===== config.mk =====
export PLATFORM = sky130hd
export DESIGN_NAME = pbcd_port_override
export DESIGN_NICKNAME = d
export VERILOG_FILES = /design/src/hdl/pbcd_pkg.sv /design/src/hdl/pbcd_pin_cell.sv /design/src/hdl/pbcd_port_override.sv /design/src/hdl/pbcd_sync2.sv
export SDC_FILE = /design/constraint.sdc
export NUM_CORES = 1
export LEC_CHECK = 0
export BUFFER_PORTS_ARGS = -buffer_cell sky130_fd_sc_hd__buf_2
export CAP_MARGIN = 5
export CORE_MARGIN = 2
export CORE_UTILIZATION = 26
export DETAILED_ROUTE_END_ITERATION = 8
export GPL_TIMING_DRIVEN = 1
export PLACE_DENSITY_LB_ADDON = 0.15
export SYNTH_ARGS = -nofsm -noshare
export SYNTH_HDL_FRONTEND = slang
export SYNTH_SLANG_ARGS = --single-unit

===== constraint.sdc =====
create_clock -name clk -period 1.3 [get_ports clk]
set_input_delay 0.26 -clock clk [delete_from_list [all_inputs] [get_ports clk]]
set_output_delay 0.26 -clock clk [all_outputs]
set_load 0.02 [all_outputs]

===== src/hdl/pbcd_pkg.sv =====
package pbcd_pkg;

  // ==========================================================
  // pin geometry
  localparam int PORT_W    = 8;
  localparam int NUM_PINS  = 24;
  localparam int BASE_B    = 0;
  localparam int BASE_C    = 8;
  localparam int BASE_D    = 16;

  // ==========================================================
  // port b pin roles
  localparam int PIN_SS    = 0;
  localparam int PIN_SCK   = 1;
  localparam int PIN_MOSI  = 2;
  localparam int PIN_MISO  = 3;
  localparam int PIN_T0A   = 4;
  localparam int PIN_T1A   = 5;
  localparam int PIN_T1B   = 6;
  localparam int PIN_T2A   = 7;
  localparam int PCSRC_LO  = 8;
  localparam int PCSRC_HI  = 15;

  // ==========================================================
  // port d pin roles
  localparam int PIN_IRQ0  = 1;
  localparam int PIN_CAP1  = 0;

  // ==========================================================
  // lcd segment numbering
  localparam int LINE_LO     = 5;
  localparam int LINE_HI     = 22;
  localparam int LINE_C_TOP  = 12;
  localparam int LINE_D_BASE = 15;
  localparam int LINE_IRQ0   = 21;
  localparam int LINE_CAP1   = 22;

  // ==========================================================
  // reset values of pin controls
  localparam logic RST_PULLUP = 1'h0;
  localparam logic RST_OE_N   = 1'h1;
  localparam logic RST_OUT    = 1'h0;
  localparam logic RST_IN_EN  = 1'h0;
  localparam logic RST_SYNC   = 1'h0;

endpackage


===== src/hdl/pbcd_pin_cell.sv =====
`timescale 1ns/1ps
// ============================================================
// one pin: override selection and registered pad controls
module pbcd_pin_cell (
  // clock and reset
  input  wire logic clk,
  input  wire logic rst_n,
  // ordinary port settings
  input  wire logic pu_port,
  input  wire logic dir_port,
  input  wire logic out_port,
  input  wire logic die_port,
  // override enables and values
  input  wire logic pullup_override_en,
  input  wire logic pullup_override_val,
  input  wire logic dir_override_en,
  input  wire logic dir_override_val,
  input  wire logic outval_override_en,
  input  wire logic outval_override_val,
  input  wire logic input_en_override_en,
  input  wire logic input_en_override_val,
  // resolved pad controls
  output      logic pu_out,
  output      logic oe_n,
  output      logic out_val,
  output      logic in_en
);

  // select override value or port setting
  always_ff @(posedge clk or negedge rst_n) begin
    if (!rst_n) begin
      pu_out  <= pbcd_pkg::RST_PULLUP;
      oe_n    <= pbcd_pkg::RST_OE_N;
      out_val <= pbcd_pkg::RST_OUT;
      in_en   <= pbcd_pkg::RST_IN_EN;
    end else begin
      pu_out  <= pullup_override_en ? pullup_override_val : pu_port;
      oe_n    <= ~(dir_override_en ? dir_override_val : dir_port);
      out_val <= outval_override_en ? outval_override_val : out_port;
      in_en   <= input_en_override_en ? input_en_override_val : die_port;
    end
  end

endmodule


===== src/hdl/pbcd_port_override.sv =====
`timescale 1ns/1ps
// ============================================================
// alternate function override for ports b and c, with port d taps and segment drive
module pbcd_port_override (
  // clock and reset
  input  wire logic        clk,
  input  wire logic        rst_n,
  // port output and direction bits
  input  wire logic [7:0]  port_b_out,
  input  wire logic [7:0]  port_b_dir,
  input  wire logic [7:0]  port_c_out,
  input  wire logic [7:0]  port_c_dir,
  input  wire logic [7:0]  port_d_out,
  input  wire logic [7:0]  port_d_dir,
  input  wire logic        global_pullup_disable,
  // spi controls and data
  input  wire logic        spi_enable_bit,
  input  wire logic        master_select_bit,
  input  wire logic        spi_master_out,
  input  wire logic        spi_slave_out,
  input  wire logic        spi_sck_out,
  // timer compare outputs
  input  wire logic        timer0_compare_a_out,
  input  wire logic        timer0_compare_a_en,
  input  wire logic        timer1_compare_a_out,
  input  wire logic        timer1_compare_a_en,
  input  wire logic        timer1_compare_b_out,
  input  wire logic        timer1_compare_b_en,
  input  wire logic        timer2_compare_a_out,
  input  wire logic        timer2_compare_a_en,
  // pin change controls
  input  wire logic [7:0]  pin_change_mask,
  input  wire logic        pin_change_group1_en,
  // lcd controls and segment levels
  input  wire logic        lcd_drive_enable,
  input  wire logic [17:0] lcd_segment_line,
  // pad inputs
  input  wire logic [7:0]  pad_b_in,
  input  wire logic [7:0]  pad_c_in,
  input  wire logic [7:0]  pad_d_in,
  // pad controls
  output      logic [7:0]  pad_b_out,
  output      logic [7:0]  pad_b_oe_n,
  output      logic [7:0]  pad_b_pullup,
  output      logic [7:0]  pad_c_out,
  output      logic [7:0]  pad_c_oe_n,
  output      logic [7:0]  pad_c_pullup,
  output      logic [7:0]  pad_d_out,
  output      logic [7:0]  pad_d_oe_n,
  output      logic [7:0]  pad_d_pullup,
  // segment drive per pin
  output      logic [7:0]  lcd_c_drive,
  output      logic [7:0]  lcd_d_drive,
  // digital inputs back to the port
  output      logic [7:0]  port_b_in,
  output      logic [7:0]  port_c_in,
  output      logic [7:0]  port_d_in,
  // peripheral inputs
  output      logic        spi_slave_active,
  output      logic        spi_ss_in,
  output      logic        spi_master_in,
  output      logic        spi_slave_in,
  output      logic        spi_sck_in,
  output      logic [7:0]  pin_change_src,
  output      logic        ext_irq_zero_input,
  output      logic        capture_one_input
);

  // ==========================================================
  // flattened per-pin vectors, b at 0, c at 8, d at 16
  logic [23:0] pu_port;
  logic [23:0] dir_port;
  logic [23:0] out_port;
  logic [23:0] die_port;
  logic [23:0] pullup_override_en;
  logic [23:0] pullup_override_val;
  logic [23:0] dir_override_en;
  logic [23:0] dir_override_val;
  logic [23:0] outval_override_en;
  logic [23:0] outval_override_val;
  logic [23:0] input_en_override_en;
  logic [23:0] input_en_override_val;
  logic [23:0] pin_pullup;
  logic [23:0] pin_oe_n;
  logic [23:0] pin_out;
  logic [23:0] pin_in_en;
  logic [23:0] pad_sync;
  logic [23:0] next_din;
  logic        spi_slave_mode;
  logic        spi_master_mode;
  logic        pu_allow;

  assign spi_slave_mode  = spi_enable_bit & ~master_select_bit;
  assign spi_master_mode = spi_enable_bit & master_select_bit;
  assign pu_allow        = ~global_pullup_disable;

  // ==========================================================
  // ordinary port settings
  always_comb begin
    dir_port = {port_d_dir, port_c_dir, port_b_dir};
    out_port = {port_d_out, port_c_out, port_b_out};
    pu_port  = out_port & ~dir_port & {24{pu_allow}};
    die_port = {24{1'h1}};
  end

  // ==========================================================
  // port b override table
  always_comb begin
    pullup_override_en[7:0]    = 8'h00;
    pullup_override_val[7:0]   = 8'h00;
    dir_override_en[7:0]       = 8'h00;
    dir_override_val[7:0]      = 8'h00;
    outval_override_en[7:0]    = 8'h00;
    outval_override_val[7:0]   = 8'h00;
    // slave select forced input in slave mode only
    pullup_override_en[pbcd_pkg::PIN_SS]  = spi_slave_mode;
    pullup_override_val[pbcd_pkg::PIN_SS] = port_b_out[pbcd_pkg::PIN_SS] & pu_allow;
    dir_override_en[pbcd_pkg::PIN_SS]     = spi_slave_mode;
    // serial clock: input as slave, generated clock as master
    pullup_override_en[pbcd_pkg::PIN_SCK]  = spi_slave_mode;
    pullup_override_val[pbcd_pkg::PIN_SCK] = port_b_out[pbcd_pkg::PIN_SCK] & pu_allow;
    dir_override_en[pbcd_pkg::PIN_SCK]     = spi_slave_mode;
    outval_override_en[pbcd_pkg::PIN_SCK]  = spi_master_mode;
    outval_override_val[pbcd_pkg::PIN_SCK] = spi_sck_out;
    // master-out slave-in line
    pullup_override_en[pbcd_pkg::PIN_MOSI]  = spi_slave_mode;
    pullup_override_val[pbcd_pkg::PIN_MOSI] = port_b_out[pbcd_pkg::PIN_MOSI] & pu_allow;
    dir_override_en[pbcd_pkg::PIN_MOSI]     = spi_slave_mode;
    outval_override_en[pbcd_pkg::PIN_MOSI]  = spi_master_mode;
    outval_override_val[pbcd_pkg::PIN_MOSI] = spi_master_out;
    // master-in slave-out line
    pullup_override_en[pbcd_pkg::PIN_MISO]  = spi_master_mode;
    pullup_override_val[pbcd_pkg::PIN_MISO] = port_b_out[pbcd_pkg::PIN_MISO] & pu_allow;
    dir_override_en[pbcd_pkg::PIN_MISO]     = spi_master_mode;
    outval_override_en[pbcd_pkg::PIN_MISO]  = spi_slave_mode;
    outval_override_val[pbcd_pkg::PIN_MISO] = spi_slave_out;
    // compare outputs replace the output value only
    outval_override_en[pbcd_pkg::PIN_T0A]  = timer0_compare_a_en;
    outval_override_val[pbcd_pkg::PIN_T0A] = timer0_compare_a_out;
    outval_override_en[pbcd_pkg::PIN_T1A]  = timer1_compare_a_en;
    outval_override_val[pbcd_pkg::PIN_T1A] = timer1_compare_a_out;
    outval_override_en[pbcd_pkg::PIN_T1B]  = timer1_compare_b_en;
    outval_override_val[pbcd_pkg::PIN_T1B] = timer1_compare_b_out;
    outval_override_en[pbcd_pkg::PIN_T2A]  = timer2_compare_a_en;
    outval_override_val[pbcd_pkg::PIN_T2A] = timer2_compare_a_out;
  end

  // pin change sources keep the digital input on
  always_comb begin
    input_en_override_en[7:0]  = pin_change_mask & {8{pin_change_group1_en}};
    input_en_override_val[7:0] = 8'hff;
  end

  // ==========================================================
  // port c override table: lcd takes every pin
  always_comb begin
    pullup_override_en[15:8]    = {8{lcd_drive_enable}};
    pullup_override_val[15:8]   = 8'h00;
    dir_override_en[15:8]       = {8{lcd_drive_enable}};
    dir_override_val[15:8]      = 8'h00;
    outval_override_en[15:8]    = 8'h00;
    outval_override_val[15:8]   = 8'h00;
    input_en_override_en[15:8]  = {8{lcd_drive_enable}};
    input_en_override_val[15:8] = 8'h00;
  end

  // ==========================================================
  // port d: no override conditions, plain port behaviour
  always_comb begin
    pullup_override_en[23:16]    = 8'h00;
    pullup_override_val[23:16]   = 8'h00;
    dir_override_en[23:16]       = 8'h00;
    dir_override_val[23:16]      = 8'h00;
    outval_override_en[23:16]    = 8'h00;
    outval_override_val[23:16]   = 8'h00;
    input_en_override_en[23:16]  = 8'h00;
    input_en_override_val[23:16] = 8'h00;
  end

  // ==========================================================
  // one override cell per pin
  for (genvar i = 0; i < pbcd_pkg::NUM_PINS; i++) begin : g_pin
    pbcd_pin_cell u_cell (
      .clk                   (clk),
      .rst_n                 (rst_n),
      .pu_port               (pu_port[i]),
      .dir_port              (dir_port[i]),
      .out_port              (out_port[i]),
      .die_port              (die_port[i]),
      .pullup_override_en    (pullup_override_en[i]),
      .pullup_override_val   (pullup_override_val[i]),
      .dir_override_en       (dir_override_en[i]),
      .dir_override_val      (dir_override_val[i]),
      .outval_override_en    (outval_override_en[i]),
      .outval_override_val   (outval_override_val[i]),
      .input_en_override_en  (input_en_override_en[i]),
      .input_en_override_val (input_en_override_val[i]),
      .pu_out                (pin_pullup[i]),
      .oe_n                  (pin_oe_n[i]),
      .out_val               (pin_out[i]),
      .in_en                 (pin_in_en[i])
    );
  end

  // pad controls come straight from the cell flops
  assign pad_b_out    = pin_out[7:0];
  assign pad_b_oe_n   = pin_oe_n[7:0];
  assign pad_b_pullup = pin_pullup[7:0];
  assign pad_c_out    = pin_out[15:8];
  assign pad_c_oe_n   = pin_oe_n[15:8];
  assign pad_c_pullup = pin_pullup[15:8];
  assign pad_d_out    = pin_out[23:16];
  assign pad_d_oe_n   = pin_oe_n[23:16];
  assign pad_d_pullup = pin_pullup[23:16];

  // ==========================================================
  // pad input synchronisation
  pbcd_sync2 #(
    .WIDTH (pbcd_pkg::NUM_PINS)
  ) u_sync (
    .clk      (clk),
    .rst_n    (rst_n),
    .async_in ({pad_d_in, pad_c_in, pad_b_in}),
    .sync_out (pad_sync)
  );

  // gate synchronised pads by the resolved input enable
  assign next_din = pad_sync & pin_in_en;

  // digital input readback
  always_ff @(posedge clk or negedge rst_n) begin
    if (!rst_n) begin
      port_b_in <= 8'h00;
      port_c_in <= 8'h00;
      port_d_in <= 8'h00;
    end else begin
      port_b_in <= next_din[7:0];
      port_c_in <= next_din[15:8];
      port_d_in <= next_din[23:16];
    end
  end

  // ==========================================================
  // spi input taps
  always_ff @(posedge clk or negedge rst_n) begin
    if (!rst_n) begin
      spi_ss_in        <= 1'h1;
      spi_slave_active <= 1'h0;
      spi_master_in    <= 1'h0;
      spi_slave_in     <= 1'h0;
      spi_sck_in       <= 1'h0;
    end else begin
      spi_ss_in        <= next_din[pbcd_pkg::PIN_SS];
      spi_slave_active <= spi_slave_mode & ~next_din[pbcd_pkg::PIN_SS];
      spi_master_in    <= next_din[pbcd_pkg::PIN_MISO];
      spi_slave_in     <= next_din[pbcd_pkg::PIN_MOSI];
      spi_sck_in       <= next_din[pbcd_pkg::PIN_SCK];
    end
  end

  // pin change sources 8..15 from port b
  always_ff @(posedge clk or negedge rst_n) begin
    if (!rst_n) begin
      pin_change_src <= 8'h00;
    end else begin
      pin_change_src <= next_din[7:0];
    end
  end

  // external interrupt 0 and capture inputs from port d
  always_ff @(posedge clk or negedge rst_n) begin
    if (!rst_n) begin
      ext_irq_zero_input <= 1'h0;
      capture_one_input  <= 1'h0;
    end else begin
      ext_irq_zero_input <= next_din[pbcd_pkg::BASE_D + pbcd_pkg::PIN_IRQ0];
      capture_one_input  <= next_din[pbcd_pkg::BASE_D + pbcd_pkg::PIN_CAP1];
    end
  end

  // ==========================================================
  // segment routing, levels indexed from segment 5
  always_ff @(posedge clk or negedge rst_n) begin
    if (!rst_n) begin
      lcd_c_drive <= 8'h00;
      lcd_d_drive <= 8'h00;
    end else begin
      for (int i = 0; i < pbcd_pkg::PORT_W; i++) begin
        // c0 carries 12, c7 carries 5
        lcd_c_drive[i] <= lcd_drive_enable &
          lcd_segment_line[pbcd_pkg::LINE_C_TOP - pbcd_pkg::LINE_LO - i];
      end
      for (int i = 2; i < pbcd_pkg::PORT_W; i++) begin
        // d7 carries 15, d2 carries 20
        lcd_d_drive[i] <= lcd_drive_enable &
          lcd_segment_line[pbcd_pkg::LINE_D_BASE - pbcd_pkg::LINE_LO + 7 - i];
      end
      lcd_d_drive[pbcd_pkg::PIN_IRQ0] <= lcd_drive_enable &
        lcd_segment_line[pbcd_pkg::LINE_IRQ0 - pbcd_pkg::LINE_LO];
      lcd_d_drive[pbcd_pkg::PIN_CAP1] <= lcd_drive_enable &
        lcd_segment_line[pbcd_pkg::LINE_CAP1 - pbcd_pkg::LINE_LO];
    end
  end

endmodule


===== src/hdl/pbcd_sync2.sv =====
`timescale 1ns/1ps
// ============================================================
// two flop synchroniser for pad inputs
module pbcd_sync2 #(
  parameter int WIDTH = 1
) (
  // clock and reset
  input  wire logic             clk,
  input  wire logic             rst_n,
  // asynchronous in, synchronous out
  input  wire logic [WIDTH-1:0] async_in,
  output      logic [WIDTH-1:0] sync_out
);

  logic [WIDTH-1:0] meta;

  // first stage read only by second stage
  always_ff @(posedge clk or negedge rst_n) begin
    if (!rst_n) begin
      meta     <= {WIDTH{pbcd_pkg::RST_SYNC}};
      sync_out <= {WIDTH{pbcd_pkg::RST_SYNC}};
    end else begin
      meta     <= async_in;
      sync_out <= meta;
    end
  end

endmodule


**Word-level counts from Yosys, hierarchy flattened**

Index checks and enable logic that the tools add are counted.

- Output and inout port bits: 127
- Input bits: 116
- Register bits after elaboration: 169
- Word-level logic and storage cells: 174

- Multiplexer cells: 32
- Bitwise operators: 54

Operators by type and width:

| cell | number |
|---|---|
| 24-bit bitwise AND | 3 |
| 1-bit two-way mux | 32 |
| 1-bit NOT | 27 |
| 24-bit NOT | 1 |
| 1-bit bitwise AND | 23 |

**Logic depth before layout (Yosys ltp)**

- Word-level depth: 4
- Gate-level depth with buffers: 3
- Depth with buffers taken out: 2

**Cells and area by module**

From an unflattened synthesis, not the netlist that was laid out.

- Cells, all modules: 379
- Area total of the unflattened synthesis: 6,769.0 um2

Modules (own cells, without submodules):

| module | seq. area each (um2) | cells each | times used | area an instance (um2) |
|---|---|---|---|---|
| pbcd_pin_cell | 101.3 | 8 | 24 | 156.4 |
| pbcd_port_override | 1,052.3 | 139 | 1 | 1,814.2 |
| pbcd_sync2 | 1,201.2 | 48 | 1 | 1,201.2 |

**Least setup slack after synthesis**

Ideal clock, no wire load.

- Kind: input to register
- Start point: input master_select_bit
- End point: register g_pin[3].u_cell.out_val
- Arrival time: 0.810 ns
- Path buffers: 1
- Cell stages on the path: 3
- Data required time: 1.175 ns
- Library setup time: 0.125 ns
- Slack: 0.365 ns
- Cell sequence: nand2b_1 buf_2 mux2_2

- Cells in the longest elaborated chain, start to end: 3

Ends and longest elaborated chain:

| element | line | source |
|---|---|---|
| start, declared | pbcd_port_override.sv:18 | `input wire logic master_select_bit,` |
| 1-bit NOT | pbcd_port_override.sv:93 | `assign spi_slave_mode = spi_enable_bit & ~master_select_bit;` |
| 1-bit bitwise AND | pbcd_port_override.sv:93 |  |
| 1-bit two-way mux | pbcd_pin_cell.sv:39 | `out_val <= outval_override_en ? outval_override_val : out_port;` |
| end signal, assigned | pbcd_pin_cell.sv:34 | `out_val <= pbcd_pkg::RST_OUT;` |
| end signal, assigned | pbcd_pin_cell.sv:39 |  |
| end, declared | pbcd_pin_cell.sv:25 | `output logic out_val,` |

No other way between the ends.

**Worst setup path in the final report**

- Start point: register g_pin[3].u_cell.oe_n
- End point: output pad_b_oe_n[3]

RTL lines:

| element | line | source |
|---|---|---|
| start, declared | pbcd_pin_cell.sv:24 | `output logic oe_n,` |
| start signal, assigned | pbcd_pin_cell.sv:33 | `oe_n <= pbcd_pkg::RST_OE_N;` |
| start signal, assigned | pbcd_pin_cell.sv:38 | `oe_n <= ~(dir_override_en ? dir_override_val : dir_port);` |
| end, declared | pbcd_port_override.sv:43 | `output logic [7:0] pad_b_oe_n,` |

No word-level cell between the ends.

==> out/results.ini <==
[yosys]
synth_edf_count=0
synth_area_leaders=dfrtp_1 (63%), dfstp_2 (12%), buf_4 (12%)
synth_commonest_cells=dfrtp_1 (139), buf_4 (85), and2_1 (34), dfstp_2 (25), nand2_1 (13)
synth_cell_types=19
synthArstFlopShare_pct=100
syn_area_mm2=0.00549
yosysWarnings=0
synth_cells=359
yosysTopAreaCell=dfrtp_1
ys_seq_elements=164
ys_seq_area_share_pct=75.3
synth_top_area_share_pct=63.4
syn_area_per_cell_um2=15.3
syn_nets=475
ys.flop_type=dfrtp_1
synth_most_common_cell=dfrtp_1

[flow_run]
drv_cap=0

[setup_path]
critPathKind=flop to output port
r2r_cells=2
crit_chain=buf_6
crit_arrival_ns=1.06
max_stage_delay_ns=0.54
ff2ff_setup_slack_ns=0.31
reg2reg_to=spi_slave_active$_DFF_PN0_
cp.depth=1
crit_fanout=1
cpMaxStageDelayCell=dfstp_2
crit_path_end_kind=output port
crit_family=flip-flops
required_ns=1.04
startpoint_type=flop
r2r_start=g_pin[20].u_cell.in_en$_DFF_PN0_
cp_num_buf_inv=1

[route]
via_per_inst=3.69
drt-total-wl_um=11500
vias=3243
drt_pre_antenna_iters=4
first_iter_violations=60
drt-wirelength-per-cell_um=13.1
ant_nets=0
drc_errors=0

[timing]
holdWs_ns=0.0503
finalHoldViolCount=0
rsz0062_at_grt=true
worst_slew_pin_slew_ns=0.560
finalSetupViolations=24
relSlewSlack_pct=62.6
fmax_mhz=755
clock_skew_ns=0.00496
setup_slack_ns=-0.0245
fin_crit_sh_pct=102
period_minus_slack_ns=1.32
slew_violations=0

[power]
power.share.sequential_pct=47.7
p_per_area_mw_per_mm2=1470
p_switching_uw=2980
pwr-share-comb_pct=10.0
clkPwrFrac_pct=42.3
switching_share_pct=26.0
intPower_uw=8480
peakVddDrop_mv=0.773
p_leak_uw=0.00390

[placed_design]
dpl.hpwl_um=7990
gp_congestion=0.739
portBuffers=231
place_area_mm2=0.00641
place_ws_ns=0.0394

[clock_tree]
cts_made_buffers=17
cts_tree=yes
htreeDepth=4
clock_path_buffers=2
cts_sinks=164
cts-root-buf=clkbuf_16
clk_pin_slew_ns=0.07
insertion_delay_ns=0.41

[final_layout]
insertedDiodeCount=0
final_area_mm2=0.00781
drive_gt1_share_pct=52.2
area_growth_pct=42.3
fillers=2044
final_nets=707

[floorplanning]
initial_core_util_pct=26.3
dieArea_mm2=0.0223
rows=53
die_w_um=149
die_h_um=149
core_mm2=0.0209
ioPinCount=243

[outcome]
outcome=finished, violations left
failed_checks=negative setup slack

[grt]
grt_pass1_vias=3565
gr-total-overflow=0
antenna_found_initial=0
grt_usage_pct=11.0
grt_pass1_wl_um=18500
grt_max_degree=75

[hold_path]
whs_path_depth=2
min_path_type=input port to flop
hold_start=lcd_segment_line[6]
hold_end=lcd_c_drive[1]$_DFF_PN0_

power by group through the flow:
stage / clock network [µW] / logic [µW] / registers (µW)
after floorplan: 0 / 499 / 5630
after global placement: 0 / 949 / 5550
after detailed placement: 0 / 959 / 5550
after CTS: 5060 / 1170 / 5470
after global routing: 5310 / 1250 / 5490
final: 4850 / 1140 / 5460
area by class of cell:
class	instances	area [µm²]	share of cell area, %
multi-input cells	92	641	8.20
repair buffers	303	2060	26.4
flip-flops and latches	164	4140	52.9
clock buffers	17	425	5.45
clock inverters	15	155	1.99
well taps	275	344	4.40
inverters	13	48.8	0.625
metrics by stage:
step / utilization (%) / cells / setup TNS [ns] / total power (µW)
floorplan: - / 359 / 0 / 6120
global placement: 30.7 / 781 / 0 / 6500
detailed placement: 30.7 / 781 / 0 / 6510
CTS: 37.4 / 879 / -1.09 / 11700
global route: 37.4 / 879 / -1.40 / 12100
finish: 37.4 / 879 / -0.252 / 11500
sequential cells by signal, indices dropped and copies added (netlist names):
signal / flops
spi_slave_active: 1
lcd_c_drive: 8
port_d_in: 8
u_sync.sync_out: 24
g_pin.u_cell.in_en: 2
pin_change_src: 8
u_sync.meta: 24
port_c_in: 8
g_pin.u_cell.out_val: 24
spi_ss_in: 1
g_pin.u_cell.pu_out: 24
lcd_d_drive: 8
g_pin.u_cell.oe_n: 24
worst register-to-register path: stages (launching register included):
cell     delay [ns]
dfrtp_1        0.57
and2_1         0.25
nor2_1         0.06
worst max path at each step:
stage / start / to / slack (ns)
2_1_floorplan: master_select_bit / g_pin[3].u_cell.out_val$_DFF_PN0_ / 0.36
3_3_place_gp: global_pullup_disable / g_pin[9].u_cell.pu_out$_DFF_PN0_ / 0.08
3_5_place_dp: global_pullup_disable / g_pin[15].u_cell.pu_out$_DFF_PN0_ / 0.04
4_1_cts: g_pin[6].u_cell.oe_n$_DFF_PN1_ / pad_b_oe_n[6] / -0.06
5_1_grt: g_pin[6].u_cell.oe_n$_DFF_PN1_ / pad_b_oe_n[6] / -0.08
6_report: g_pin[3].u_cell.oe_n$_DFF_PN1_ / pad_b_oe_n[3] / -0.02
what timing repair did:
item,CTS,global route
gates resized for setup,50,0
buffers inserted,0,0
endpoints found under the setup margin,25,25
gates cloned,0,0
hold buffers,66,0
endpoints found under the hold margin,226,0
cells by family after synthesis:
family | after synthesis | share of synthesized area [%]
AOI/OAI and AO/OA | 4 | 0.365
DFF | 164 | 75.3
buffers and inverters | 103 | 13.0
muxes | 7 | 1.44
other | 1 | 0.0683
and+or+nand+nor | 80 | 9.80
cells in the final DEF, fill, tap and decap left out, drive strengths merged:
cell / netlist / routed
dfrtp: 139 / 139
dfstp: 25 / 25
inv: 12 / 20
clkbuf: 3 / 17
buf: 87 / 237
nand2b: 5 / 5
and2: 40 / 40
conb: 1 / 1
nor3b: 20 / 20
a21oi: 4 / 4
mux2: 7 / 7
or2: 1 / 1
nand2: 13 / 13
clkinv: 1 / 3
dlygate4sd3: 0 / 66
clkinvlp: 0 / 5
nor2: 1 / 1
layer usage:
layer	up-vias	track usage [%]	wire length, µm
met5	-	0	0
met4	0	4.00	129
met3	6	5.29	1120
met2	163	17.4	5520
met1	1586	13.1	4760
li1	1488	-	-
(Power assumes the default switching activity.)
